[src/pkg/caf_regs.svh]
// Purpose: Addresses, field positions and counts for the acceptance filter
// Assumes: Byte-wide special-function-register port of the core
// Notes:   Tag and mask contents have no reset value
`ifndef CAF_REGS_SVH
`define CAF_REGS_SVH

`define CAF_ADDR_TAG1   8'hBC
`define CAF_ADDR_TAG2   8'hBD
`define CAF_ADDR_TAG3   8'hBE
`define CAF_ADDR_TAG4   8'hBF
`define CAF_ADDR_MSK1   8'hC4
`define CAF_ADDR_MSK2   8'hC5
`define CAF_ADDR_MSK3   8'hC6
`define CAF_ADDR_MSK4   8'hC7
`define CAF_RTR_BIT     2
`define CAF_RB1_BIT     1
`define CAF_RB0_BIT     0
`define CAF_IDE_BIT     0
`define CAF_NUM_OBJ     15
`define CAF_BYTES       8

`endif

[src/pkg/caf_pkg.sv]
// Purpose: Types shared by the acceptance filter files
// Assumes: Nothing
// Notes:   Frame fields arrive from the protocol engine on the core clock
package caf_pkg;

  typedef struct packed {
    logic        valid;
    logic        ide;
    logic [28:0] id;
    logic        rtr;
    logic        rb1;
    logic        rb0;
  } caf_frame_s;

  typedef struct packed {
    logic       wr;
    logic       rd;
    logic [7:0] addr;
    logic [7:0] wdata;
  } caf_sfr_req_s;

endpackage : caf_pkg

[src/design/caf_filter.sv]
// Purpose: Identifier tag and mask registers of the message objects
// Assumes: Core SFR strobes on clock_i; page pointer chooses the object
// Notes:   Contents undefined after reset; software loads before enabling
//
// Functional notes
// Mask bit 0 forces compare true; 1 compares received bit to tag.
// Masks filter reception only; transmit ignores them.
// Extended: tag bytes 1..3 hold id 28:21, 20:13, 12:5.
// Extended tag byte 4: id 4:0 at 7:3, remote 2, rb1 1, rb0 0.
// Standard tag byte 4: remote at 2, rb0 at 0, rest reserved.
// Standard: mask 10:3 in byte 1, 2:0 at byte 2 bits 7:5.
// Standard mask byte 4: remote mask 2, extension mask 0.
// Extended: mask bytes 1..3 hold mask 28:21, 20:13, 12:5.
// Software writes no ones to reserved bits; reads are indeterminate.
// No reset of tag or mask; software loads all before enabling.
// Extension setting picks 11-bit or 29-bit layout, same addresses.
// Standard: id 10:3 in tag byte 1, 2:0 at byte 2 bits 7:5.
// Extended mask byte 4: mask 4:0 at 7:3, remote 2, extension 0.
// Hit only when every enabled bit equals its tag value.
// Accesses go to the object chosen by the page pointer.
`timescale 1ns/1ps
`include "caf_regs.svh"
module caf_filter #(
  parameter int NUM_OBJ = `CAF_NUM_OBJ
) (
  // Clock and reset
  input  wire logic                       clock_i,
  input  wire logic                       arst_n_i,
  // SFR access
  input  wire caf_pkg::caf_sfr_req_s      sfr_i,
  output logic      [7:0]                 rdata_o,
  output logic                            rvalid_o,
  output logic                            sel_o,
  // Per-object control
  input  wire logic [3:0]                 page_i,
  input  wire logic [NUM_OBJ-1:0]         ext_i,
  input  wire logic [NUM_OBJ-1:0]         rx_en_i,
  // Frame from protocol engine
  input  wire caf_pkg::caf_frame_s        frame_i,
  output logic [NUM_OBJ-1:0]              hit_o,
  output logic                            hit_valid_o
);
  localparam int WORDS = NUM_OBJ * `CAF_BYTES;
  localparam int AW    = $clog2(WORDS);
  // Bound on the wait from the first compare to the done pulse, one over the NUM_OBJ cycles of a pass
  localparam int SWEEP_MAX = NUM_OBJ + 1;

  initial
  begin
    // Row and address widths assume 72 to 128 filter bytes
    if (NUM_OBJ < 9 || NUM_OBJ > 16) $error("NUM_OBJ out of range");
  end

  typedef struct packed {
    logic               rvalid;
    logic [NUM_OBJ-1:0] hit;
    logic               hvalid;
    logic [3:0]         obj;
    logic [4:0]         age;
  } caf_state_s;

  caf_state_s st_q;
  caf_state_s st_d;

  // Byte index 0..7 within an object, or 4'hF when not mapped
  function automatic logic [3:0] byte_index(input logic [7:0] a);
    case (a)
      `CAF_ADDR_TAG1: byte_index = 4'h0;
      `CAF_ADDR_TAG2: byte_index = 4'h1;
      `CAF_ADDR_TAG3: byte_index = 4'h2;
      `CAF_ADDR_TAG4: byte_index = 4'h3;
      `CAF_ADDR_MSK1: byte_index = 4'h4;
      `CAF_ADDR_MSK2: byte_index = 4'h5;
      `CAF_ADDR_MSK3: byte_index = 4'h6;
      `CAF_ADDR_MSK4: byte_index = 4'h7;
      default:        byte_index = 4'hF;
    endcase
  endfunction : byte_index

  // True when an object number names an existing message object
  function automatic logic in_range(input logic [3:0] o);
    in_range = (32'(o) < NUM_OBJ);
  endfunction : in_range

  logic [3:0]     bidx;
  logic           page_ok;
  logic           we;
  logic [AW-1:0]  addr;
  logic [3:0]     scan_obj;
  logic [63:0]    row;
  logic [7:0]     mem_rdata;
  logic           row_hit;

  assign bidx    = byte_index(sfr_i.addr);
  assign page_ok = in_range(page_i);
  assign sel_o   = (bidx != 4'hF) && page_ok;
  // Selected object's row; layout fixed for both formats  //
  assign addr    = AW'({page_i, bidx[2:0]});
  assign we      = sfr_i.wr && sel_o;
  assign rdata_o = mem_rdata;
  assign rvalid_o = st_q.rvalid;
  assign hit_o   = st_q.hit;
  assign hit_valid_o = st_q.hvalid;

  // Contents unreset: software must load every byte  //
  caf_mem #(
    .WORDS (WORDS)
  ) u_mem (
    .clock_i (clock_i),
    .we_i    (we),
    .waddr_i (addr),
    .wdata_i (sfr_i.wdata),
    .raddr_i (addr),
    .rdata_o (mem_rdata),
    .row_i   (scan_obj),
    .row_o   (row)
  );

  caf_cmp u_cmp (
    .filt_i  (row),
    .ext_i   (ext_i[scan_obj]),
    .frame_i (frame_i),
    .hit_o   (row_hit)
  );

  assign scan_obj = st_q.obj;

  // One object per clock is compared; frame must hold during a sweep
  always_comb
  begin
    st_d        = st_q;
    st_d.rvalid = sfr_i.rd && sel_o;
    st_d.hvalid = 1'b0;
    if (!frame_i.valid)
    begin
      st_d.obj = 4'h0;
      st_d.hit = '0;
      st_d.age = 5'h00;
    end
    else if (in_range(st_q.obj))
    begin
      // Only receive-enabled objects filter  //
      st_d.hit[st_q.obj] = row_hit && rx_en_i[st_q.obj];
      st_d.obj = st_q.obj + 4'h1;
      st_d.hvalid = (32'(st_q.obj) == NUM_OBJ - 1);
    end
    // Frame age saturates; it times the sweep for the checks below
    if (frame_i.valid && st_q.age != 5'h1F)
      st_d.age = st_q.age + 5'h01;
  end

  always_ff @(posedge clock_i or negedge arst_n_i)
  begin
    if (!arst_n_i)
      st_q <= '0;
    else
      st_q <= st_d;
  end

  // Register side checks

  // Accepted read answers on the next cycle
  a_read_valid: assert property (
    @(posedge clock_i) disable iff (!arst_n_i)
      (sfr_i.rd && sel_o)
    |=>
      rvalid_o
  ) else $error("read not answered");

  // Refused read gives no answer
  a_read_refused: assert property (
    @(posedge clock_i) disable iff (!arst_n_i)
      (sfr_i.rd && !sel_o)
    |=>
      !rvalid_o
  ) else $error("refused read was answered");

  // No answer without a read strobe
  a_no_idle_read: assert property (
    @(posedge clock_i) disable iff (!arst_n_i)
      !sfr_i.rd
    |=>
      !rvalid_o
  ) else $error("answer without a read");

  // A page beyond the last object selects nothing
  a_page_bound: assert property (
    @(posedge clock_i) disable iff (!arst_n_i)
      !in_range(page_i)
    |->
      !sel_o
  ) else $error("select on missing object");

  // All eight filter addresses map on a valid page
  a_tag_map: assert property (
    @(posedge clock_i) disable iff (!arst_n_i)
      (in_range(page_i) && (sfr_i.addr inside {`CAF_ADDR_TAG1,
        `CAF_ADDR_TAG2, `CAF_ADDR_TAG3, `CAF_ADDR_TAG4, `CAF_ADDR_MSK1,
        `CAF_ADDR_MSK2, `CAF_ADDR_MSK3, `CAF_ADDR_MSK4}))
    |->
      sel_o
  ) else $error("filter address not selected");

  // A read right after a write to the same byte returns the new byte
  a_read_after_write: assert property (
    @(posedge clock_i) disable iff (!arst_n_i)
      (we ##1 (sfr_i.rd && sel_o && addr == $past(addr)))
    |=>
      (rdata_o == $past(sfr_i.wdata, 2))
  ) else $error("read back differs from write");

  // Sweep checks

  // Sweep ends within one pass over the objects
  a_sweep_done: assert property (
    @(posedge clock_i) disable iff (!arst_n_i)
      (frame_i.valid && st_q.obj == 4'h0 && !hit_valid_o)
    |->
      ##[1:SWEEP_MAX] (hit_valid_o || !frame_i.valid)
  ) else $error("sweep did not finish");

  // One object per clock while a frame stands
  a_sweep_step: assert property (
    @(posedge clock_i) disable iff (!arst_n_i)
      (frame_i.valid && in_range(st_q.obj))
    |=>
      (st_q.obj == $past(st_q.obj) + 4'h1)
  ) else $error("sweep skipped an object");

  // Object counter never passes the end of the table
  a_sweep_bound: assert property (
    @(posedge clock_i) disable iff (!arst_n_i)
      1'b1
    |->
      (32'(st_q.obj) <= NUM_OBJ)
  ) else $error("sweep ran past the last object");

  // Done comes exactly one pass after the frame arrived
  a_hvalid_last: assert property (
    @(posedge clock_i) disable iff (!arst_n_i)
      hit_valid_o
    |->
      (st_q.age == 5'(NUM_OBJ))
  ) else $error("done pulse at wrong time");

  // Done is a single-cycle pulse
  a_hvalid_pulse: assert property (
    @(posedge clock_i) disable iff (!arst_n_i)
      hit_valid_o
    |=>
      !hit_valid_o
  ) else $error("done pulse too long");

  // Finished hits hold while the frame stands
  a_hit_hold: assert property (
    @(posedge clock_i) disable iff (!arst_n_i)
      (frame_i.valid && !in_range(st_q.obj))
    |=>
      $stable(hit_o)
  ) else $error("hits moved after the sweep");

  // Object not enabled for reception never hits
  a_no_rx_hit: assert property (
    @(posedge clock_i) disable iff (!arst_n_i)
      (frame_i.valid && in_range(st_q.obj) && !rx_en_i[st_q.obj])
    |=>
      !hit_o[$past(st_q.obj)]
  ) else $error("hit on object not enabled for reception");

  // Final hit vector holds only receive-enabled objects
  a_hit_enabled: assert property (
    @(posedge clock_i) disable iff (!arst_n_i)
      hit_valid_o
    |->
      ((hit_o & ~rx_en_i) == '0)
  ) else $error("final hit on disabled object");

  // Hits clear between frames
  a_idle_clear: assert property (
    @(posedge clock_i) disable iff (!arst_n_i)
      !frame_i.valid
    |=>
      (hit_o == '0 && !hit_valid_o)
  ) else $error("hits not cleared between frames");

  // Sweep restarts from the first object for every frame
  a_idle_obj: assert property (
    @(posedge clock_i) disable iff (!arst_n_i)
      !frame_i.valid
    |=>
      (st_q.obj == 4'h0 && st_q.age == 5'h00)
  ) else $error("sweep not rewound between frames");
endmodule : caf_filter

[src/design/caf_mem.sv]
// Purpose: Storage of filter bytes, one row per message object
// Assumes: One write port, one registered read port, one flat row read port
// Notes:   No reset on contents
`timescale 1ns/1ps
module caf_mem #(
  parameter int WORDS = 120
) (
  // Clock
  input  wire logic                       clock_i,
  // Write port
  input  wire logic                       we_i,
  input  wire logic [$clog2(WORDS)-1:0]   waddr_i,
  input  wire logic [7:0]                 wdata_i,
  // Registered read port
  input  wire logic [$clog2(WORDS)-1:0]   raddr_i,
  output logic      [7:0]                 rdata_o,
  // Row read for filtering
  input  wire logic [$clog2(WORDS)-4:0]   row_i,
  output logic      [63:0]                row_o
);
  logic [7:0] mem_q [WORDS];

  initial
  begin
    if (WORDS % 8 != 0) $error("WORDS must be a multiple of 8");
  end

  always_ff @(posedge clock_i)
  begin
    if (we_i)
      mem_q[waddr_i] <= wdata_i;
    rdata_o <= mem_q[raddr_i];
  end

  always_comb
  begin
    for (int b = 0; b < 8; b++)
      row_o[8*b +: 8] = mem_q[{row_i, 3'(b)}];
  end
endmodule : caf_mem

[src/design/caf_cmp.sv]
// Purpose: Masked compare of a received frame against one object's filter
// Assumes: Tag and mask bytes laid out as in the register map
// Notes:   Pure combinational
`timescale 1ns/1ps
`include "caf_regs.svh"
module caf_cmp (
  // Filter bytes: tag 1..4 in [31:0] low first, mask 1..4 in [63:32]
  input  wire logic [63:0]          filt_i,
  input  wire logic                 ext_i,
  // Frame
  input  wire caf_pkg::caf_frame_s  frame_i,
  output logic                      hit_o
);
  logic [28:0] tag_id;
  logic [28:0] msk_id;
  logic [7:0]  t4;
  logic [7:0]  m4;
  logic [28:0] idv;

  always_comb
  begin
    t4 = filt_i[31:24];
    m4 = filt_i[63:56];
    idv = frame_i.id;
    tag_id = '0;
    msk_id = '0;
    if (ext_i)
    begin
      tag_id = {filt_i[7:0], filt_i[15:8], filt_i[23:16], t4[7:3]};
      msk_id = {filt_i[39:32], filt_i[47:40], filt_i[55:48], m4[7:3]};
    end
    else
    begin
      tag_id[10:0] = {filt_i[7:0], filt_i[15:13]};
      msk_id[10:0] = {filt_i[39:32], filt_i[47:45]};
      idv[28:11] = '0;
    end
    // Mask bit 0 forces true, 1 enables compare  //
    hit_o = frame_i.valid
          && (((idv ^ tag_id) & msk_id) == '0)
          && !((frame_i.rtr ^ t4[`CAF_RTR_BIT]) & m4[`CAF_RTR_BIT])
          && !((frame_i.ide ^ ext_i) & m4[`CAF_IDE_BIT]);
  end
endmodule : caf_cmp

[config.mk]
export PLATFORM = sky130hd
export DESIGN_NAME = caf_filter
export DESIGN_NICKNAME = d
export VERILOG_FILES = /design/src/pkg/caf_pkg.sv /design/src/design/caf_filter.sv /design/src/design/caf_mem.sv /design/src/design/caf_cmp.sv
export VERILOG_INCLUDE_DIRS = /design/src /design/src/pkg
export SDC_FILE = /design/constraint.sdc
export NUM_CORES = 2
export LEC_CHECK = 0
export ABC_CLOCK_PERIOD_IN_PS = 4300
export BUFFER_PORTS_ARGS = -buffer_cell sky130_fd_sc_hd__clkbuf_2
export CORE_MARGIN = 1
export CORE_UTILIZATION = 60
export DETAILED_ROUTE_END_ITERATION = 7
export GPL_TIMING_DRIVEN = 0
export PLACE_DENSITY = 0.79
export RECOVER_POWER = 25
export SLEW_MARGIN = 30
export SYNTH_ARGS = -nofsm -noshare
export SYNTH_HDL_FRONTEND = slang
export SYNTH_HIERARCHICAL = 1
export SYNTH_SLANG_ARGS = --single-unit
[constraint.sdc]
create_clock -name clock_i -period 4.3 [get_ports clock_i]
set_input_delay 0.645 -clock clock_i [delete_from_list [all_inputs] [get_ports clock_i]]
set_output_delay 0.645 -clock clock_i [all_outputs]
set_load 0.005 [all_outputs]
==> results.cfg <==
[worst_setup_path]
critical_path_depth = 7
critical_path.n_buffers_inverters = 2
worstPathArrival_ns = 4.84
endpoint = u_mem/mem_q[13][7]
category_of_the_worst_setup_path_capture_point = flip-flop
setup.worst_path.start = sfr_i[11]
required_ns = 4.59
slowest_delay_ns = 1.02
cpLargestDelayFamily = simple AND/OR/NAND/NOR gates
path_class = in -> reg
reg2reg_path_depth = 12
reg2reg_to = hit_o[8]
critical_path_peak_fanout = 10
regToRegSetupSlack_ns = -0.03
worst_r2r_startpoint = scan_obj[1]
critical-path-slowest-cell = sky130_fd_sc_hd__nor2_1
timing.critical_path.cells = clkbuf_2, or4b_1, a211oi_4, and2_1, nand3_1, clkbuf_1, nor2_1
setup.worst_path.start_class = input port

[global_routing]
track_usage_pct = 52.9
antenna_found_initial = 30
grt-ovfl-total = 0
pin_count_of_the_biggest_net_entering_global_routing = 121
wire_length_of_the_first_global_routing_pass_um = 270000
via_count_of_the_first_global_routing_pass = 30483

[timing]
post-route-min-period_ns = 4.55
setup_ws_ns = -0.251
slew_headroom_pct = -103
timing.final.setup_violations = 173
finalClockSkew_ns = 0.0332
timing.hold.ws_ns = 0.207
fmax_ghz = 0.220
post-route-period-util_pct = 106
rsz0062_at_grt = no
fin_setup_tns_ns = -19.61
worst-slew-pin-transition_ns = 3.04
drv_slew = 562
final_hold_viol_count = 0

[floorplan]
die_area_um2 = 79200
effective_utilization_at_floorplan_pct = 60.6
vert_die_dim_um = 282
core_um2 = 77300
die_w_um = 282
rows = 102
ios = 114

[power]
total_leakage_power_nw = 18.1
p_seq_share_pct = 48.0
max_vdd_drop_uv = 444
power.share.combinational_pct = 10.1
clock_power_share_pct = 41.9
sw_share_pct = 24.5
netSwitchingPower_w = 0.00542
power_density_nw_per_um2 = 415
internal_power_contribution_w = 0.0167

[placement]
detailedPlace.worstSlack_ns = -1.60
hpwlAfterDp_um = 153000
numPortBuffers = 111
dpl_cell_area_um2 = 49400
routabilityCongestion = 1.18

[clock_network]
worst_setup_hold_path_clk_slew_ns = 0.06
cts_root_buffer = sky130_fd_sc_hd__clkbuf_16
clkLatencyLatePin_ns = 0.69
cts_tree = built
cts_max_level = 3
clock_sink_count = 989
numCtsBuffers = 100
cts-root-to-sink-buffers = 3

[route]
dr.pass1.iters = 8
drt-vias-per-instance = 8.26
detail_route.wirelength_um = 206000
routed_wirelength_normalized_by_instance_count_um = 52.0
detail_route.iter0.violations = 6714
postRouteAntennaNets = 0
vias = 32818
drc = 2

[cells_and_area]
area_growth_syn_to_layout_pct = 13.7
nets = 2925
fraction_of_layout_instances_using_a_drive_strength_above_1_pct = 34.9
fillCellCount = 4946
final_design_area_no_fill_um2 = 53300

[hold_path]
worstHoldPathType = in -> reg

[status]
run_status = finished with violations
failing_checks = DRC, capacitance limit, slew limit, setup timing

[synthesis]
syn-instance-count = 2592
avgSynthCellArea_um2 = 18.1
synth-warning-count = 6
synth_area_um2 = 46900
synth_fp_nets = 2684

[job]
max_cap_violations = 8
==> per-layer routing <==
metal  track usage, %  share of wire [%]  vias to the layer above
li1                 -                  -                    11329
met1             65.5                 31                    16592
met5            0.488              0.086                        -
met2             71.5                 40                     3959
met4             39.2                 10                       22
met3             26.3                 18                      916
==> repair_timing <==
item | CTS | global route
setup buffers | 2 | 3
pin swaps | 1 | 0
hold buffers | 1 | 0
endpoints found under the setup margin | 82 | 19
resized for setup | 121 | 34
endpoints found under the hold margin | 21 | 0
==> placed cells by master, fill, tap and decap left out, types with 23 or more instances in the layout <==
| cell | count |
|---|---|
| sky130_fd_sc_hd__a21oi_1 | 30 |
| sky130_fd_sc_hd__a22oi_1 | 50 |
| sky130_fd_sc_hd__buf_2 | 45 |
| sky130_fd_sc_hd__buf_4 | 68 |
| sky130_fd_sc_hd__clkbuf_1 | 59 |
| sky130_fd_sc_hd__clkbuf_16 | 101 |
| sky130_fd_sc_hd__clkbuf_2 | 121 |
| sky130_fd_sc_hd__edfxtp_1 | 960 |
| sky130_fd_sc_hd__mux2_2 | 26 |
| sky130_fd_sc_hd__mux2i_1 | 222 |
| sky130_fd_sc_hd__mux4_2 | 414 |
| sky130_fd_sc_hd__nand2_1 | 138 |
| sky130_fd_sc_hd__nand3_1 | 43 |
| sky130_fd_sc_hd__nor2_1 | 47 |
| sky130_fd_sc_hd__nor2_2 | 86 |
| sky130_fd_sc_hd__o21ai_0 | 46 |
| sky130_fd_sc_hd__o22ai_1 | 23 |
| sky130_fd_sc_hd__xor2_1 | 41 |
==> state kept, by name, indices dropped and copies added, names as in the netlist <==
name,count
scan_obj,4
rvalid_o,1
u_mem/rdata_o,8
u_mem/mem_q,960
hit_o,15
hit_valid_o,1
==> area by class of cell <==
| cell class | instances | area (µm²) | share of cell area [%] |
|---|---|---|---|
| flip-flops and latches | 989 | 29500 | 55.4 |
| multi-input cells | 1403 | 16800 | 31.5 |
| clock buffers | 118 | 2630 | 4.94 |
| well taps | 1040 | 1300 | 2.44 |
| plain buffers | 190 | 1260 | 2.37 |
| repair buffers | 140 | 893 | 1.68 |
| clock inverters | 68 | 842 | 1.58 |
| diodes | 15 | 37.5 | 0.0704 |
| inverters | 9 | 33.8 | 0.0634 |
==> power groups by stage <==
stage / clock network (W) / registers (W) / logic, W
finish: 0.00925 / 0.0106 / 0.00224
global placement: 0 / 0.0108 / 0.00196
detailed placement: 0 / 0.0108 / 0.00203
CTS: 0.00923 / 0.0106 / 0.00208
global route: 0.00959 / 0.0106 / 0.00219
floorplan: 0 / 0.0108 / 0.000966
==> worst min path at each step <==
stage	startpoint	to	slack, ns	depth (start not counted)
after floorplan	arst_n_i	hit_o[0]	0.35	0
after global placement	hit_o[8]	hit_o[8]	0.53	2
after detailed placement	hit_o[9]	hit_o[9]	0.57	2
after CTS	sfr_i[16]	rvalid_o	0.20	2
after global routing	sfr_i[16]	rvalid_o	0.21	2
final	sfr_i[16]	rvalid_o	0.21	2
==> through the flow <==
| stage | std cells | util (%) | power, W |
|---|---|---|---|
| after global placement | 3743 | 63.0 | 0.0128 |
| after CTS | 3955 | 68.8 | 0.0219 |
| after global routing | 3959 | 68.9 | 0.0224 |
| after floorplan | 2592 | - | 0.0118 |
| final | 3972 | 68.9 | 0.0221 |
| after detailed placement | 3766 | 63.8 | 0.0128 |
No activity file was read; power rests on OpenSTA's default activity.
